<file path="config.mk">
export PLATFORM = sky130hd
export DESIGN_NAME = standard_timer_module_regs
export DESIGN_NICKNAME = d
export VERILOG_FILES = /design/src/pin_sync.v /design/src/standard_timer_module_regs.v
export VERILOG_INCLUDE_DIRS = /design/src /design/src/src
export SDC_FILE = /design/constraint.sdc
export NUM_CORES = 1
export LEC_CHECK = 0
export BUFFER_PORTS_ARGS = -buffer_cell sky130_fd_sc_hd__buf_2
export CORE_UTILIZATION = 38
export DETAILED_ROUTE_END_ITERATION = 8
export MAX_ROUTING_LAYER = met4
export PLACE_DENSITY = 0.53
export SYNTH_ARGS = -nofsm -noshare
export SYNTH_HDL_FRONTEND = slang
export SYNTH_HIERARCHICAL = 1
export SYNTH_SLANG_ARGS = --single-unit
</file>
<file path="constraint.sdc">
create_clock -name clock_i -period 4.4 [get_ports clock_i]
set_input_delay 0.66 -clock clock_i [delete_from_list [all_inputs] [get_ports clock_i]]
set_output_delay 0.66 -clock clock_i [all_outputs]
set_load 0.05 [all_outputs]
</file>
<file path="src/timer_defines.vh">
`ifndef TIMER_DEFINES_VH
`define TIMER_DEFINES_VH
// byte register word addresses (wishbone address bits 5:2, one word each)
`define REG_CLOCK_RUN 4'h0
`define REG_MODE_OUT 4'h1
`define REG_CNT_LOW 4'h2
`define REG_CNT_HIGH 4'h3
`define REG_CMP_A_LOW 4'h4
`define REG_CMP_A_HIGH 4'h5
`define REG_CMP_P 4'h6
`define REG_FLAGS 4'h7
// control register 0 fields
`define F_PAUSE 7
`define F_CLKSEL_HI 6
`define F_CLKSEL_LO 4
`define F_MODULE_ON 3
// control register 1 fields
`define F_MODE_HI 7
`define F_MODE_LO 6
`define F_FUNC_HI 5
`define F_FUNC_LO 4
`define F_INIT_LEVEL 3
`define F_INVERT 2
`define F_SWAP 1
`define F_CLR_SRC 0
// flags register fields
`define F_FLAG_A 0
`define F_FLAG_P 1
// reset values
`define RST_BYTE 8'h00
// modes
`define MODE_COMPARE 2'b00
`define MODE_CAPTURE 2'b01
`define MODE_PWM 2'b10
`define MODE_COUNTER 2'b11
// clock selections
`define CLK_SYS_DIV4 3'b000
`define CLK_SYS 3'b001
`define CLK_HIGH_DIV16 3'b010
`define CLK_HIGH_DIV64 3'b011
`define CLK_SUB 3'b100
`define CLK_RESERVED 3'b101
`define CLK_PIN_RISE 3'b110
`define CLK_PIN_FALL 3'b111
// prescaler counts
`define DIV4_LAST 6'h03
`define DIV16_LAST 6'h0f
`define DIV64_LAST 6'h3f
`endif

</file>
<file path="src/pin_sync.v">
`timescale 1ns/1ps
`default_nettype none
// three-stage synchroniser; level accepted once stages two and three agree
module pin_sync (
    input wire clock_i,
    input wire reset_i,
    input wire pin_i,
    output reg level_o
);
    reg s1_q;
    reg s2_q;
    reg s3_q;

    // s1 feeds only s2, metastability stays contained
    always @(posedge clock_i or posedge reset_i) begin
        if (reset_i) begin
            s1_q <= 1'b0;
            s2_q <= 1'b0;
            s3_q <= 1'b0;
            level_o <= 1'b0;
        end else begin
            s1_q <= pin_i;
            s2_q <= s1_q;
            s3_q <= s2_q;
            if (s2_q == s3_q) begin
                level_o <= s3_q;
            end
        end
    end
endmodule // pin_sync
`default_nettype wire

</file>
<file path="src/standard_timer_module_regs.v">
// Behaviour
// - pause bit set holds counter value; clearing resumes from held value
// - clock select chooses sys/4, sys, high/16, high/64, sub, pin edges; 101 stops
// - on bit runs counter; off stops it and keeps residual value
// - rising edge of on bit clears counter to zero
// - compare mode: on-bit rising edge returns pin to initial level
// - low three bits of control register 0 read zero
// - mode field: compare, capture, pwm/single pulse, timer/counter
// - compare mode A match: none, low, high, toggle
// - pwm mode function: inactive, active, pwm, single pulse
// - capture mode edge: rising, falling, both, disabled
// - output control sets initial level or active level; unused in counter mode
// - invert bit inverts output pin; unused in counter mode
// - swap bit chooses which compare value is period and which duty
// - clear select: A match, or P match / overflow when P is zero
// - clear select ignored in pwm, single pulse and capture modes
// - counter readable as read-only low and high bytes
// - compare A held in read/write low and high bytes
// - P value compared with counter high byte; zero means 65536 clocks
// - counter cleared by A matches through clear select raises no P match flag
// - compare mode: only A matches alter the output pin
// - pwm duty at or above period gives continuous active output
`include "timer_defines.vh"
`timescale 1ns/1ps
`default_nettype none
module standard_timer_module_regs (
    input wire clock_i,
    input wire reset_i,
    // wishbone classic slave
    input wire wb_cyc_i,
    input wire wb_stb_i,
    input wire wb_we_i,
    input wire [5:2] wb_adr_i,
    input wire [3:0] wb_sel_i,
    input wire [31:0] wb_dat_i,
    output reg [31:0] wb_dat_o,
    output wire wb_ack_o,
    // clock sources and pins
    input wire high_speed_tick_i,
    input wire sub_clock_tick_i,
    input wire external_clock_pin_i,
    input wire timer_io_pin_i,
    output reg timer_io_pin_o,
    output wire timer_io_pin_oe_n_o,
    output reg compare_a_flag_o,
    output reg compare_p_flag_o,
    output reg capture_event_o
);
    reg [7:0] ctrl0_q;
    reg [7:0] ctrl1_q;
    reg [15:0] compare_a_value_q;
    reg [7:0] compare_p_value_q;
    reg [15:0] count_q;
    reg [15:0] capture_q;
    reg [5:0] sys_pre_q;
    reg [5:0] high_pre_q;
    reg on_prev_q;
    reg pin_level_q;
    reg ack_q;
    reg ext_prev_q;
    reg io_prev_q;
    reg pulse_q;
    wire ext_level;
    wire io_level;

    wire counter_pause = ctrl0_q[`F_PAUSE];
    wire [2:0] counter_clock_select = ctrl0_q[`F_CLKSEL_HI:`F_CLKSEL_LO];
    wire module_on = ctrl0_q[`F_MODULE_ON];
    wire [1:0] operating_mode_select = ctrl1_q[`F_MODE_HI:`F_MODE_LO];
    wire [1:0] output_function_select = ctrl1_q[`F_FUNC_HI:`F_FUNC_LO];
    wire output_initial_level = ctrl1_q[`F_INIT_LEVEL];
    wire output_invert = ctrl1_q[`F_INVERT];
    wire period_duty_swap = ctrl1_q[`F_SWAP];
    wire clear_source_select = ctrl1_q[`F_CLR_SRC];

    // byte lane 0 carries every register except flags (capture in bits 15:0, pin level in bit 16); other bits read zero
    wire bus_req = wb_cyc_i & wb_stb_i;
    wire bus_wr = bus_req & wb_we_i & ~ack_q & wb_sel_i[0];

    // address decode shared by write and read paths
    function is_reg;
        input [3:0] adr;
        input [3:0] which;
        begin
            is_reg = (adr == which);
        end
    endfunction

    pin_sync ext_sync (
        .clock_i(clock_i),
        .reset_i(reset_i),
        .pin_i(external_clock_pin_i),
        .level_o(ext_level)
    );

    pin_sync io_sync (
        .clock_i(clock_i),
        .reset_i(reset_i),
        .pin_i(timer_io_pin_i),
        .level_o(io_level)
    );

    // one-cycle ack, dropped the cycle after it is given
    assign wb_ack_o = ack_q;
    always @(posedge clock_i or posedge reset_i) begin
        if (reset_i) begin
            ack_q <= 1'b0;
        end else begin
            ack_q <= bus_req & ~ack_q;
        end
    end

    // register writes; unmapped addresses accept and ignore
    always @(posedge clock_i or posedge reset_i) begin
        if (reset_i) begin
            ctrl0_q <= `RST_BYTE;
            ctrl1_q <= `RST_BYTE;
            compare_a_value_q <= {`RST_BYTE, `RST_BYTE};
            compare_p_value_q <= `RST_BYTE;
        end else if (bus_wr) begin
            if (is_reg(wb_adr_i, `REG_CLOCK_RUN)) begin
                ctrl0_q <= {wb_dat_i[7:3], 3'b000};
            end else if (is_reg(wb_adr_i, `REG_MODE_OUT)) begin
                ctrl1_q <= wb_dat_i[7:0];
            end else if (is_reg(wb_adr_i, `REG_CMP_A_LOW)) begin
                compare_a_value_q[7:0] <= wb_dat_i[7:0];
            end else if (is_reg(wb_adr_i, `REG_CMP_A_HIGH)) begin
                compare_a_value_q[15:8] <= wb_dat_i[7:0];
            end else if (is_reg(wb_adr_i, `REG_CMP_P)) begin
                compare_p_value_q <= wb_dat_i[7:0];
            end
        end
    end

    // read mux, registered so data and ack line up
    always @(posedge clock_i or posedge reset_i) begin
        if (reset_i) begin
            wb_dat_o <= 32'h00000000;
        end else if (bus_req & ~ack_q) begin
            wb_dat_o <= 32'h00000000;
            if (is_reg(wb_adr_i, `REG_CLOCK_RUN)) begin
                wb_dat_o[7:0] <= ctrl0_q;
            end else if (is_reg(wb_adr_i, `REG_MODE_OUT)) begin
                wb_dat_o[7:0] <= ctrl1_q;
            end else if (is_reg(wb_adr_i, `REG_CNT_LOW)) begin
                wb_dat_o[7:0] <= count_q[7:0];
            end else if (is_reg(wb_adr_i, `REG_CNT_HIGH)) begin
                wb_dat_o[7:0] <= count_q[15:8];
            end else if (is_reg(wb_adr_i, `REG_CMP_A_LOW)) begin
                wb_dat_o[7:0] <= compare_a_value_q[7:0];
            end else if (is_reg(wb_adr_i, `REG_CMP_A_HIGH)) begin
                wb_dat_o[7:0] <= compare_a_value_q[15:8];
            end else if (is_reg(wb_adr_i, `REG_CMP_P)) begin
                wb_dat_o[7:0] <= compare_p_value_q;
            end else if (is_reg(wb_adr_i, `REG_FLAGS)) begin
                wb_dat_o[15:0] <= capture_q;
                wb_dat_o[16] <= pin_level_q;
            end
        end
    end

    // free-running prescalers for the divided internal clocks
    always @(posedge clock_i or posedge reset_i) begin
        if (reset_i) begin
            sys_pre_q <= 6'h00;
            high_pre_q <= 6'h00;
            ext_prev_q <= 1'b0;
            io_prev_q <= 1'b0;
        end else begin
            sys_pre_q <= (sys_pre_q == `DIV4_LAST) ? 6'h00 : sys_pre_q + 6'h01;
            if (high_speed_tick_i) begin
                high_pre_q <= high_pre_q + 6'h01;
            end
            ext_prev_q <= ext_level;
            io_prev_q <= io_level;
        end
    end

    // clock event selection; reserved gives no events
    reg tick;
    always @* begin
        tick = 1'b0;
        case (counter_clock_select)
            `CLK_SYS_DIV4: tick = (sys_pre_q == `DIV4_LAST);
            `CLK_SYS: tick = 1'b1;
            `CLK_HIGH_DIV16: tick = high_speed_tick_i & (high_pre_q[3:0] == `DIV16_LAST);
            `CLK_HIGH_DIV64: tick = high_speed_tick_i & (high_pre_q == `DIV64_LAST);
            `CLK_SUB: tick = sub_clock_tick_i;
            `CLK_PIN_RISE: tick = ext_level & ~ext_prev_q;
            `CLK_PIN_FALL: tick = ~ext_level & ext_prev_q;
            default: tick = 1'b0;
        endcase
    end

    wire on_rise = module_on & ~on_prev_q;
    // counting gated by on and pause
    wire run = module_on & ~counter_pause & tick;
    wire is_pwm = (operating_mode_select == `MODE_PWM);
    wire is_cmp = (operating_mode_select == `MODE_COMPARE);
    wire is_cap = (operating_mode_select == `MODE_CAPTURE);
    // P compares with counter high byte at the end of its span
    wire p_match = run & (compare_p_value_q != 8'h00) &
        (count_q == {compare_p_value_q - 8'h01, 8'hff});
    wire a_match = run & (compare_a_value_q != 16'h0000) &
        (count_q == compare_a_value_q - 16'h0001);
    wire overflow = run & (count_q == 16'hffff);
    // swap picks which comparator ends the period
    wire pwm_clear = period_duty_swap ? a_match : (p_match | (compare_p_value_q == 8'h00 & overflow));
    // clear source, pwm uses period comparator instead
    wire clr_a_src = ~is_pwm & ~is_cap & clear_source_select;
    wire cnt_clear = is_pwm ? pwm_clear :
        (clr_a_src ? a_match : (p_match | (compare_p_value_q == 8'h00 & overflow)));
    wire [16:0] period_len = period_duty_swap ? {1'b0, compare_a_value_q} :
        ((compare_p_value_q == 8'h00) ? 17'h10000 : {1'b0, compare_p_value_q, 8'h00});
    wire [16:0] duty_len = period_duty_swap ?
        ((compare_p_value_q == 8'h00) ? 17'h10000 : {1'b0, compare_p_value_q, 8'h00}) :
        {1'b0, compare_a_value_q};
    // duty at or above period stays active
    wire pwm_active = (duty_len >= period_len) | ({1'b0, count_q} < duty_len);

    // counter increments and wraps; on-edge clears
    always @(posedge clock_i or posedge reset_i) begin
        if (reset_i) begin
            count_q <= 16'h0000;
            on_prev_q <= 1'b0;
        end else begin
            on_prev_q <= module_on;
            if (on_rise) begin
                count_q <= 16'h0000;
            end else if (cnt_clear) begin
                count_q <= 16'h0000;
            end else if (run) begin
                count_q <= count_q + 16'h0001;
            end
        end
    end

    // match flags as one-cycle pulses
    always @(posedge clock_i or posedge reset_i) begin
        if (reset_i) begin
            compare_a_flag_o <= 1'b0;
            compare_p_flag_o <= 1'b0;
        end else begin
            compare_a_flag_o <= a_match;
            // no P flag when clear select has A clear the counter
            compare_p_flag_o <= p_match & ~clr_a_src;
        end
    end

    // capture edge choice, holds counter value
    always @(posedge clock_i or posedge reset_i) begin
        if (reset_i) begin
            capture_q <= 16'h0000;
            capture_event_o <= 1'b0;
        end else begin
            capture_event_o <= 1'b0;
            if (operating_mode_select == `MODE_CAPTURE && module_on) begin
                if ((output_function_select == 2'b00 && io_level && !io_prev_q) ||
                    (output_function_select == 2'b01 && !io_level && io_prev_q) ||
                    (output_function_select == 2'b10 && io_level != io_prev_q)) begin
                    capture_q <= count_q;
                    capture_event_o <= 1'b1;
                end
            end
        end
    end

    // compare-mode pin level and single pulse state
    always @(posedge clock_i or posedge reset_i) begin
        if (reset_i) begin
            pin_level_q <= 1'b0;
            pulse_q <= 1'b0;
        end else begin
            // on rising edge restores initial level
            if (on_rise) begin
                pin_level_q <= output_initial_level;
            // only A matches change the pin
            end else if (is_cmp && a_match) begin
                case (output_function_select)
                    2'b01: pin_level_q <= 1'b0;
                    2'b10: pin_level_q <= 1'b1;
                    2'b11: pin_level_q <= ~pin_level_q;
                    default: pin_level_q <= pin_level_q;
                endcase
            end
            // single pulse: leading edge at on rise, trailing at A match or off
            if (on_rise) begin
                pulse_q <= 1'b1;
            end else if (!module_on || a_match) begin
                pulse_q <= 1'b0;
            end
        end
    end

    reg pwm_level;
    always @* begin
        case (output_function_select)
            2'b00: pwm_level = ~output_initial_level;
            2'b01: pwm_level = output_initial_level;
            2'b10: pwm_level = module_on & pwm_active ? output_initial_level : ~output_initial_level;
            default: pwm_level = pulse_q ? output_initial_level : ~output_initial_level;
        endcase
    end

    // inversion applies in every mode; registered pin
    // pin released in counter and capture modes
    assign timer_io_pin_oe_n_o = ~(is_cmp | is_pwm);
    always @(posedge clock_i or posedge reset_i) begin
        if (reset_i) begin
            timer_io_pin_o <= 1'b0;
        end else begin
            timer_io_pin_o <= (is_pwm ? pwm_level : pin_level_q) ^ output_invert;
        end
    end
endmodule // standard_timer_module_regs
`default_nettype wire

</file>
==> metrics.txt, run 1 <==
status=complete, no violations; number of global-route vias before repair=5672; clk sinks=approximately 120; type of the most critical hold path=in -> async; fraction of final layout cells with drive strength greater than 1=19.8%; Row Count=50; total inserted antenna cells=0; proportion of synthesized flip-flops having asynchronous set or reset=between 90% and 100%; Bufs on Longest Clock Path=2; number of buffers created by CTS=17; areal power density over the cells=415 nW/um^2; Die X-Extent=140 um; commonest cells in the netlist=116 x dfrtp_1, 86 x nand2_1, 54 x nor2_1; number of storage elements in the synthesis netlist=approximately 120; max_slew headroom=a little over half; critical path launch point=compare_p_value_q[0]$_DFFE_PP0P_; final core occ=43.6%; portion of the post-synthesis area used by sequential elements=40.1%; wire length of the first global-routing pass=around 33000 um; final standard cell area without fillers=around 8000 sq um; count of buffers from port buffering=44; Total Neg Setup Slack=0 ps; cell count after synthesis=752; count of max-cap constraint violations=0; area growth from synthesis to final layout=12.8%; cts hold-fix bufs=0; clock latency on the worst-skew pair=~420 ps; Cell Area, Synth=between 7000 and 8000 sq um; ordered list of cells on the worst path=inv_1, ha_1, nor3b_1, nand2_1, or3_1, a31oi_1, inv_1, ha_1, nand4b_1, nor4_1, o21ai_0, a31oi_1, o211ai_1, a211o_1, a41oi_1, xor2_1; antenna violations before repair=0; worst supply voltage drop on vdd=approximately 240 uV; leading register cell type out of synthesis=dfrtp_1; clock tree from TritonCTS=yes; DP HPWL=15100 um; mean cell area of the mapped netlist=a little under 10 sq um; Final min period=about 4100 ps; top area cells in the synthesized netlist=dfrtp_1 40%, ha_1 5.5%, mux2_2 4.8%, nand2_1 4.5%, xnor2_1 3.5%; H-tree Lvls=4; average via count per standard cell=5.55; Clock Tree Root=clkbuf_16; Finish-stage setup viols=0; number of nets at the end of the flow=just under 900; routed wirelength normalized by instance count=20.2 um; destination of the worst register-to-register timing path=timer_io_pin_o$_DFF_PP0_; residual DRC count=0; post-synth cell types=76; worst-case reg-to-reg path depth=16; routed vias=between 5000 and 6000; detailed router's first-iteration violation count=approximately 490; total congestion overflow=0; standby leakage power=between 3 and 4 nW; antenna violation net count after detailed routing=0; crit path max-delay cell type=dfrtp_1; # resized after CTS=0; Initial Util=slightly below 40%; Tcrit/Tclk final=about 93%; largest net degree at the start of global routing=56; clock input transition at the sequential cells of the worst setup and hold paths=~60 ps; DIE AREA=between 15000 and 20000 sq um; kind of end point of the critical path=flop; count of flip-flops with a built-in enable after synthesis=0; slack of the worst reg-to-reg path=320 ps; total of fill cells in the finished design=1790; drt total wl=20800 um; total placed instance area=roughly 7600 sq um; Hold Vio Cnt, Final=0; share of the synthesized area in the top cell type=between 40% and 50%; number of top-level pins=87; Syn. warnings=6; core area=roughly 19000 sq um; worst-path fanout max=6; Worst Setup EP=timer_io_pin_o$_DFF_PP0_; gr usage total=approximately 23%; CP peak stage delay=450 ps; Detailed Routing Iterations Pass 1=5; clock skew=between 10 and 15 ps; unrepaired setup endpoints after global routing=no; routability congestion estimate=about 0.90; pin slew with the least headroom to its limit=about 700 ps; total power=around 3.4 mW; CP Data Arrival Time=about 4400 ps; upper clock frequency limit=roughly 250 MHz; worst setup path class=reg -> reg; crit start category=flop; chip height=~140 um; Final Max Tran Viols=0; leading cell type by number of instances after synthesis=dfrtp_1; largest area contributor in the synthesized netlist=dfrtp_1; Req. time, crit path=about 4700 ps; reg2reg start=compare_p_value_q[0]$_DFFE_PP0P_; Setup Fix Bufs, Post-CTS=0
## worst min-delay path by stage
stage	cells past startpoint	endpoint	startpoint
after floorplan	0	ext_sync/s2_q$_DFF_PP0_	ext_sync/s1_q$_DFF_PP0_
after global placement	0	ext_sync/s2_q$_DFF_PP0_	ext_sync/s1_q$_DFF_PP0_
after detailed placement	0	ext_sync/s2_q$_DFF_PP0_	ext_sync/s1_q$_DFF_PP0_
after CTS	2	io_sync/s1_q$_DFF_PP0_	reset_i
after global routing	2	ext_sync/s2_q$_DFF_PP0_	reset_i
final	2	io_sync/s1_q$_DFF_PP0_	reset_i
## report_power, final
group / switching [mW] / internal (mW)
Clock: 0.585 / 0.748
Combinational: 0.429 / 0.282
Sequential: 0.164 / 1.18
Total: 1.18 / 2.21
## registers in the layout (all words and copies together) (netlist names), 5 cells and up
register and flops:
compare_a_value_q 16, ctrl0_q 5, high_pre_q 6, capture_q 16, ctrl1_q 8, wb_dat_o 17, compare_p_value_q 8, count_q 16
sys_pre_q 6
## kinds of logic after synthesis
family | share of synthesized area [%]
multiplexers | 9.27
other | 0.0518
XOR/XNOR | 6.29
flip-flops | 40.1
buffers and inverters | 6.53
AND/OR/NAND/NOR | 20.1
adder cells (fa/ha/maj) | 5.98
AO/OA/AOI/OAI | 11.7
## metal layers
metal	track usage [%]	share of wire, %
met5	-	0
met4	6.30	1.0
met3	5.20	5.4
met2	36.4	48
met1	29.6	46
## placed cells by master, fill, tap and decap left out, types with 7 or more instances in the layout
cell	n
a21oi_1	18
a22o_1	8
a31oi_1	9
and3_1	8
buf_2	44
buf_4	19
clkbuf_16	17
conb_1	15
dfrtp_1	116
ha_1	32
inv_1	30
mux2_2	31
mux2i_1	16
nand2_1	86
nand2b_1	15
nand3_1	25
nand3b_1	7
nor2_1	54
nor2b_1	9
nor3_1	18
o21ai_0	30
xnor2_1	29
xor2_1	23
## through the flow
step	hold slack [ps]	std cells	setup WS, ps
after floorplan	331	766	894
after global placement	337	999	478
after detailed placement	340	999	425
after CTS	130	1031	383
after global routing	134	1031	133
final	137	1031	322
## area by class of cell
type / count / area, sq um / area share, %
clock buffer: 17 / 425 / 5.21
multi-input combinational: 555 / 3920 / 48.0
sequential: 116 / 2900 / 35.6
timing repair buffer: 63 / 363 / 4.45
clock inverter: 15 / 139 / 1.70
tap: 234 / 293 / 3.59
inverter: 31 / 119 / 1.46
## worst max-delay path, delay by kind of cell, from the launching register on
family                     cells  cell delay (ps)
and+or+nand+nor                5             1130
buffers and inverters          2              200
DFF                            1              450
xor gates and xnor gates       1              170
AOI/OAI and AO/OA              6             1530
adders and majority gates      2              530
No activity file was read; power rests on OpenSTA's default activity.
==> run 2, diff against run 1 <==
SYNTH_HIERARCHICAL = unset   (was 1)
==> metrics.txt, run 2 <==
status=complete, no violations; leading cell type by number of instances after synthesis=dfrtp_1; type of the most critical hold path=in -> async; crit start category=flop; upper clock frequency limit=255 MHz (+4.0%); Layout Cells excl Fill=1009 (-2.1%); cell count after synthesis=742 (-1.3%); largest net degree at the start of global routing=53 (-5.4%); count of flip-flops with a built-in enable after synthesis=0 (unchanged); Detailed Routing Iterations Pass 1=5 (unchanged); routability congestion estimate=0.891 (-0.54%); Reg with most FFs=wb_dat_o; proportion of synthesized flip-flops having asynchronous set or reset=100% (unchanged); max_slew headroom=51.5% (-0.66 points); chip height=139 um (-0.40%); Setup Fix Bufs, Post-CTS=0 (unchanged); core area=18200 sq um (-2.7%); worst-case reg-to-reg path depth=12 (-4); number of storage elements in the synthesis netlist=116 (unchanged); share of the synthesized area in the top cell type=40.4% (+0.33 points); worst setup path class=reg -> reg; reg2reg start=compare_p_value_q[4]$_DFFE_PP0P_; wire length of the first global-routing pass=31000 um (-5.0%); Syn. warnings=0 (-6); Tcrit/Tclk final=89.1% (-3.6 points); area growth from synthesis to final layout=13.8%; count of buffers from port buffering=44 (unchanged); Clock Tree Root=clkbuf_16; routed wirelength normalized by instance count=19.4 um (-3.9%); worst-path fanout max=10 (+4); routed vias=5616 (-1.9%); Total Neg Setup Slack=0 ps (unchanged); clock skew=7.04 ps (-3.21 ps); # resized after CTS=0 (unchanged); fraction of final layout cells with drive strength greater than 1=19.0% (-0.85 points); Bufs on Longest Clock Path=2 (unchanged); antenna violations before repair=0 (unchanged); most common library cell in the layout ignoring fill and taps=dfrtp_1; number of nets at the end of the flow=849 (-1.8%); commonest cells in the netlist=116 x dfrtp_1, 91 x nand2_1, 60 x nor2_1; clock input transition at the sequential cells of the worst setup and hold paths=60 ps (about the same); pin slew with the least headroom to its limit=726 ps (+8.16 ps); CP Data Arrival Time=4260 ps (-160 ps); Hold Vio Cnt, Final=0 (unchanged); Cell Area, Synth=7180 sq um (-0.81%); worst supply voltage drop on vdd=268 uV (+12%); count of max-cap constraint violations=0 (unchanged); antenna violation net count after detailed routing=0 (unchanged); cts hold-fix bufs=0 (unchanged); destination of the worst register-to-register timing path=timer_io_pin_o$_DFF_PP0_; clock tree from TritonCTS=yes; H-tree Lvls=4 (unchanged); gr usage total=21.8% (-1.2 points); total placed instance area=7490 sq um (-1.5%); most used cells in the layout excluding fill and tap cells=116 x dfrtp_1, 91 x nand2_1, 60 x nor2_1, 44 x buf_2, 36 x xnor2_1; number of global-route vias before repair=5420 (-4.4%); top area cells in the synthesized netlist=dfrtp_1 40%, ha_1 5.6%, mux2_2 5.2%, nand2_1 4.8%, xnor2_1 4.4%; number of cells in the design after placement=978 (-2.1%); number of top-level pins=87 (unchanged); unrepaired setup endpoints after global routing=no; portion of the post-synthesis area used by sequential elements=40.4% (+0.33 points); kind of end point of the critical path=flop; leading register cell type out of synthesis=dfrtp_1; final core occ=44.9% (+1.2 points); Largest register FFs=17 (unchanged); total power=3.45 mW (+1.9%); slack of the worst reg-to-reg path=480 ps (+160 ps); post-synth cell types=78 (+2.6%); total inserted antenna cells=0 (unchanged); residual DRC count=0 (unchanged); drt total wl=19600 um (-6.0%); clock latency on the worst-skew pair=420 ps (about the same); detailed router's first-iteration violation count=448 (-9.3%); largest area contributor in the synthesized netlist=dfrtp_1; average via count per standard cell=5.57 (+0.20%); mean cell area of the mapped netlist=9.68 sq um (+0.52%); Req. time, crit path=4740 ps (about the same); Initial Util=39.4% (+0.73 points); clk sinks=116 (unchanged); final standard cell area without fillers=8170 sq um (about the same); Finish-stage setup viols=0 (unchanged); DP HPWL=14200 um (-6.5%); Final min period=3920 ps (-158 ps); total congestion overflow=0 (unchanged); Final Max Tran Viols=0 (unchanged); areal power density over the cells=423 nW/um^2 (+1.9%); standby leakage power=3.76 nW (-1.7%); DIE AREA=19400 sq um (-0.81%); Row Count=49 (-2.0%); Die X-Extent=139 um (-0.40%); number of buffers created by CTS=17 (unchanged)
## run 2: changes by cell type in the layout (fill, tap and decap cells not counted), sizes merged, moves of 5 or more
cell / delta
a21oi: +6
a22oi: +6
buf: -9
bufinv: +6
inv: -16
nand2: +5
nand3: -9
nand3b: -6
nand4: +6
nor2: +10
o221a: -5
xnor2: +7
## run 2: logic make-up (layout without fill, tap and decap cells)
| logic type | Yosys count | in the layout | synth area share, % |
|---|---|---|---|
| AND/OR/NAND/NOR | 272 | 272 | 19.4 |
| AO/OA/AOI/OAI | 116 | 116 | 11.0 |
| flip-flops | 116 | 116 | 40.4 |
| buffers and inverters | 86 | 110 | 5.89 |
| XOR/XNOR | 58 | 58 | 7.08 |
| multiplexers | 57 | 57 | 9.97 |
| adder cells (fa/ha/maj) | 36 | 36 | 6.13 |
| other | 1 | 15 | 0.0522 |
## run 2: per-stage QoR
step | hold slack (ps) | worst slack [ps]
6_report | 326 | 480
4_1_cts | 328 | 513
3_3_place_gp | 336 | 600
5_1_grt | 333 | 318
2_1_floorplan | 331 | 668
3_5_place_dp | 340 | 531
## run 2: area by class of cell
cell class | count | area (sq um)
clock buffer | 19 | 453
clock inverter | 12 | 228
fill | 1734 | 10000
inverter | 25 | 96.3
multi-input combinational | 554 | 3910
sequential | 116 | 2900
tap | 229 | 287
timing repair buffer | 54 | 295
## run 2: critical path: stages (launching register included)
cell       delay, ps
dfrtp_1          500
or4_1            650
or4_1            480
a31oi_1          270
inv_1             80
ha_1             230
nor4b_1          140
a2111oi_0        340
o221ai_1         210
a22o_1           240
a221o_1          340
mux2i_1          220
xnor2_1          130
## run 2: worst max path at each step
stage / slack [ps] / startpoint / endpoint
floorplan: 670 / reset_i / capture_event_o$_DFF_PP0_
global placement: 600 / compare_p_value_q[4]$_DFFE_PP0P_ / timer_io_pin_o$_DFF_PP0_
detailed placement: 530 / compare_p_value_q[4]$_DFFE_PP0P_ / timer_io_pin_o$_DFF_PP0_
CTS: 510 / compare_p_value_q[4]$_DFFE_PP0P_ / timer_io_pin_o$_DFF_PP0_
global route: 320 / compare_p_value_q[4]$_DFFE_PP0P_ / timer_io_pin_o$_DFF_PP0_
finish: 480 / compare_p_value_q[4]$_DFFE_PP0P_ / timer_io_pin_o$_DFF_PP0_
## run 2: where the power goes
group          internal (mW)  switching [mW]  total [mW]
Clock                   1.09           0.509        1.60
Sequential              1.15           0.120        1.27
Combinational          0.233           0.345       0.579
## run 2: layer usage
layer	up-vias	part of all wire (%)	GRT usage [%]
met1	2764	45	27.9
li1	2622	-	-
met2	195	47	33.4
met4	0	3.0	9.88
met3	35	4.9	4.09
met5	-	0	-
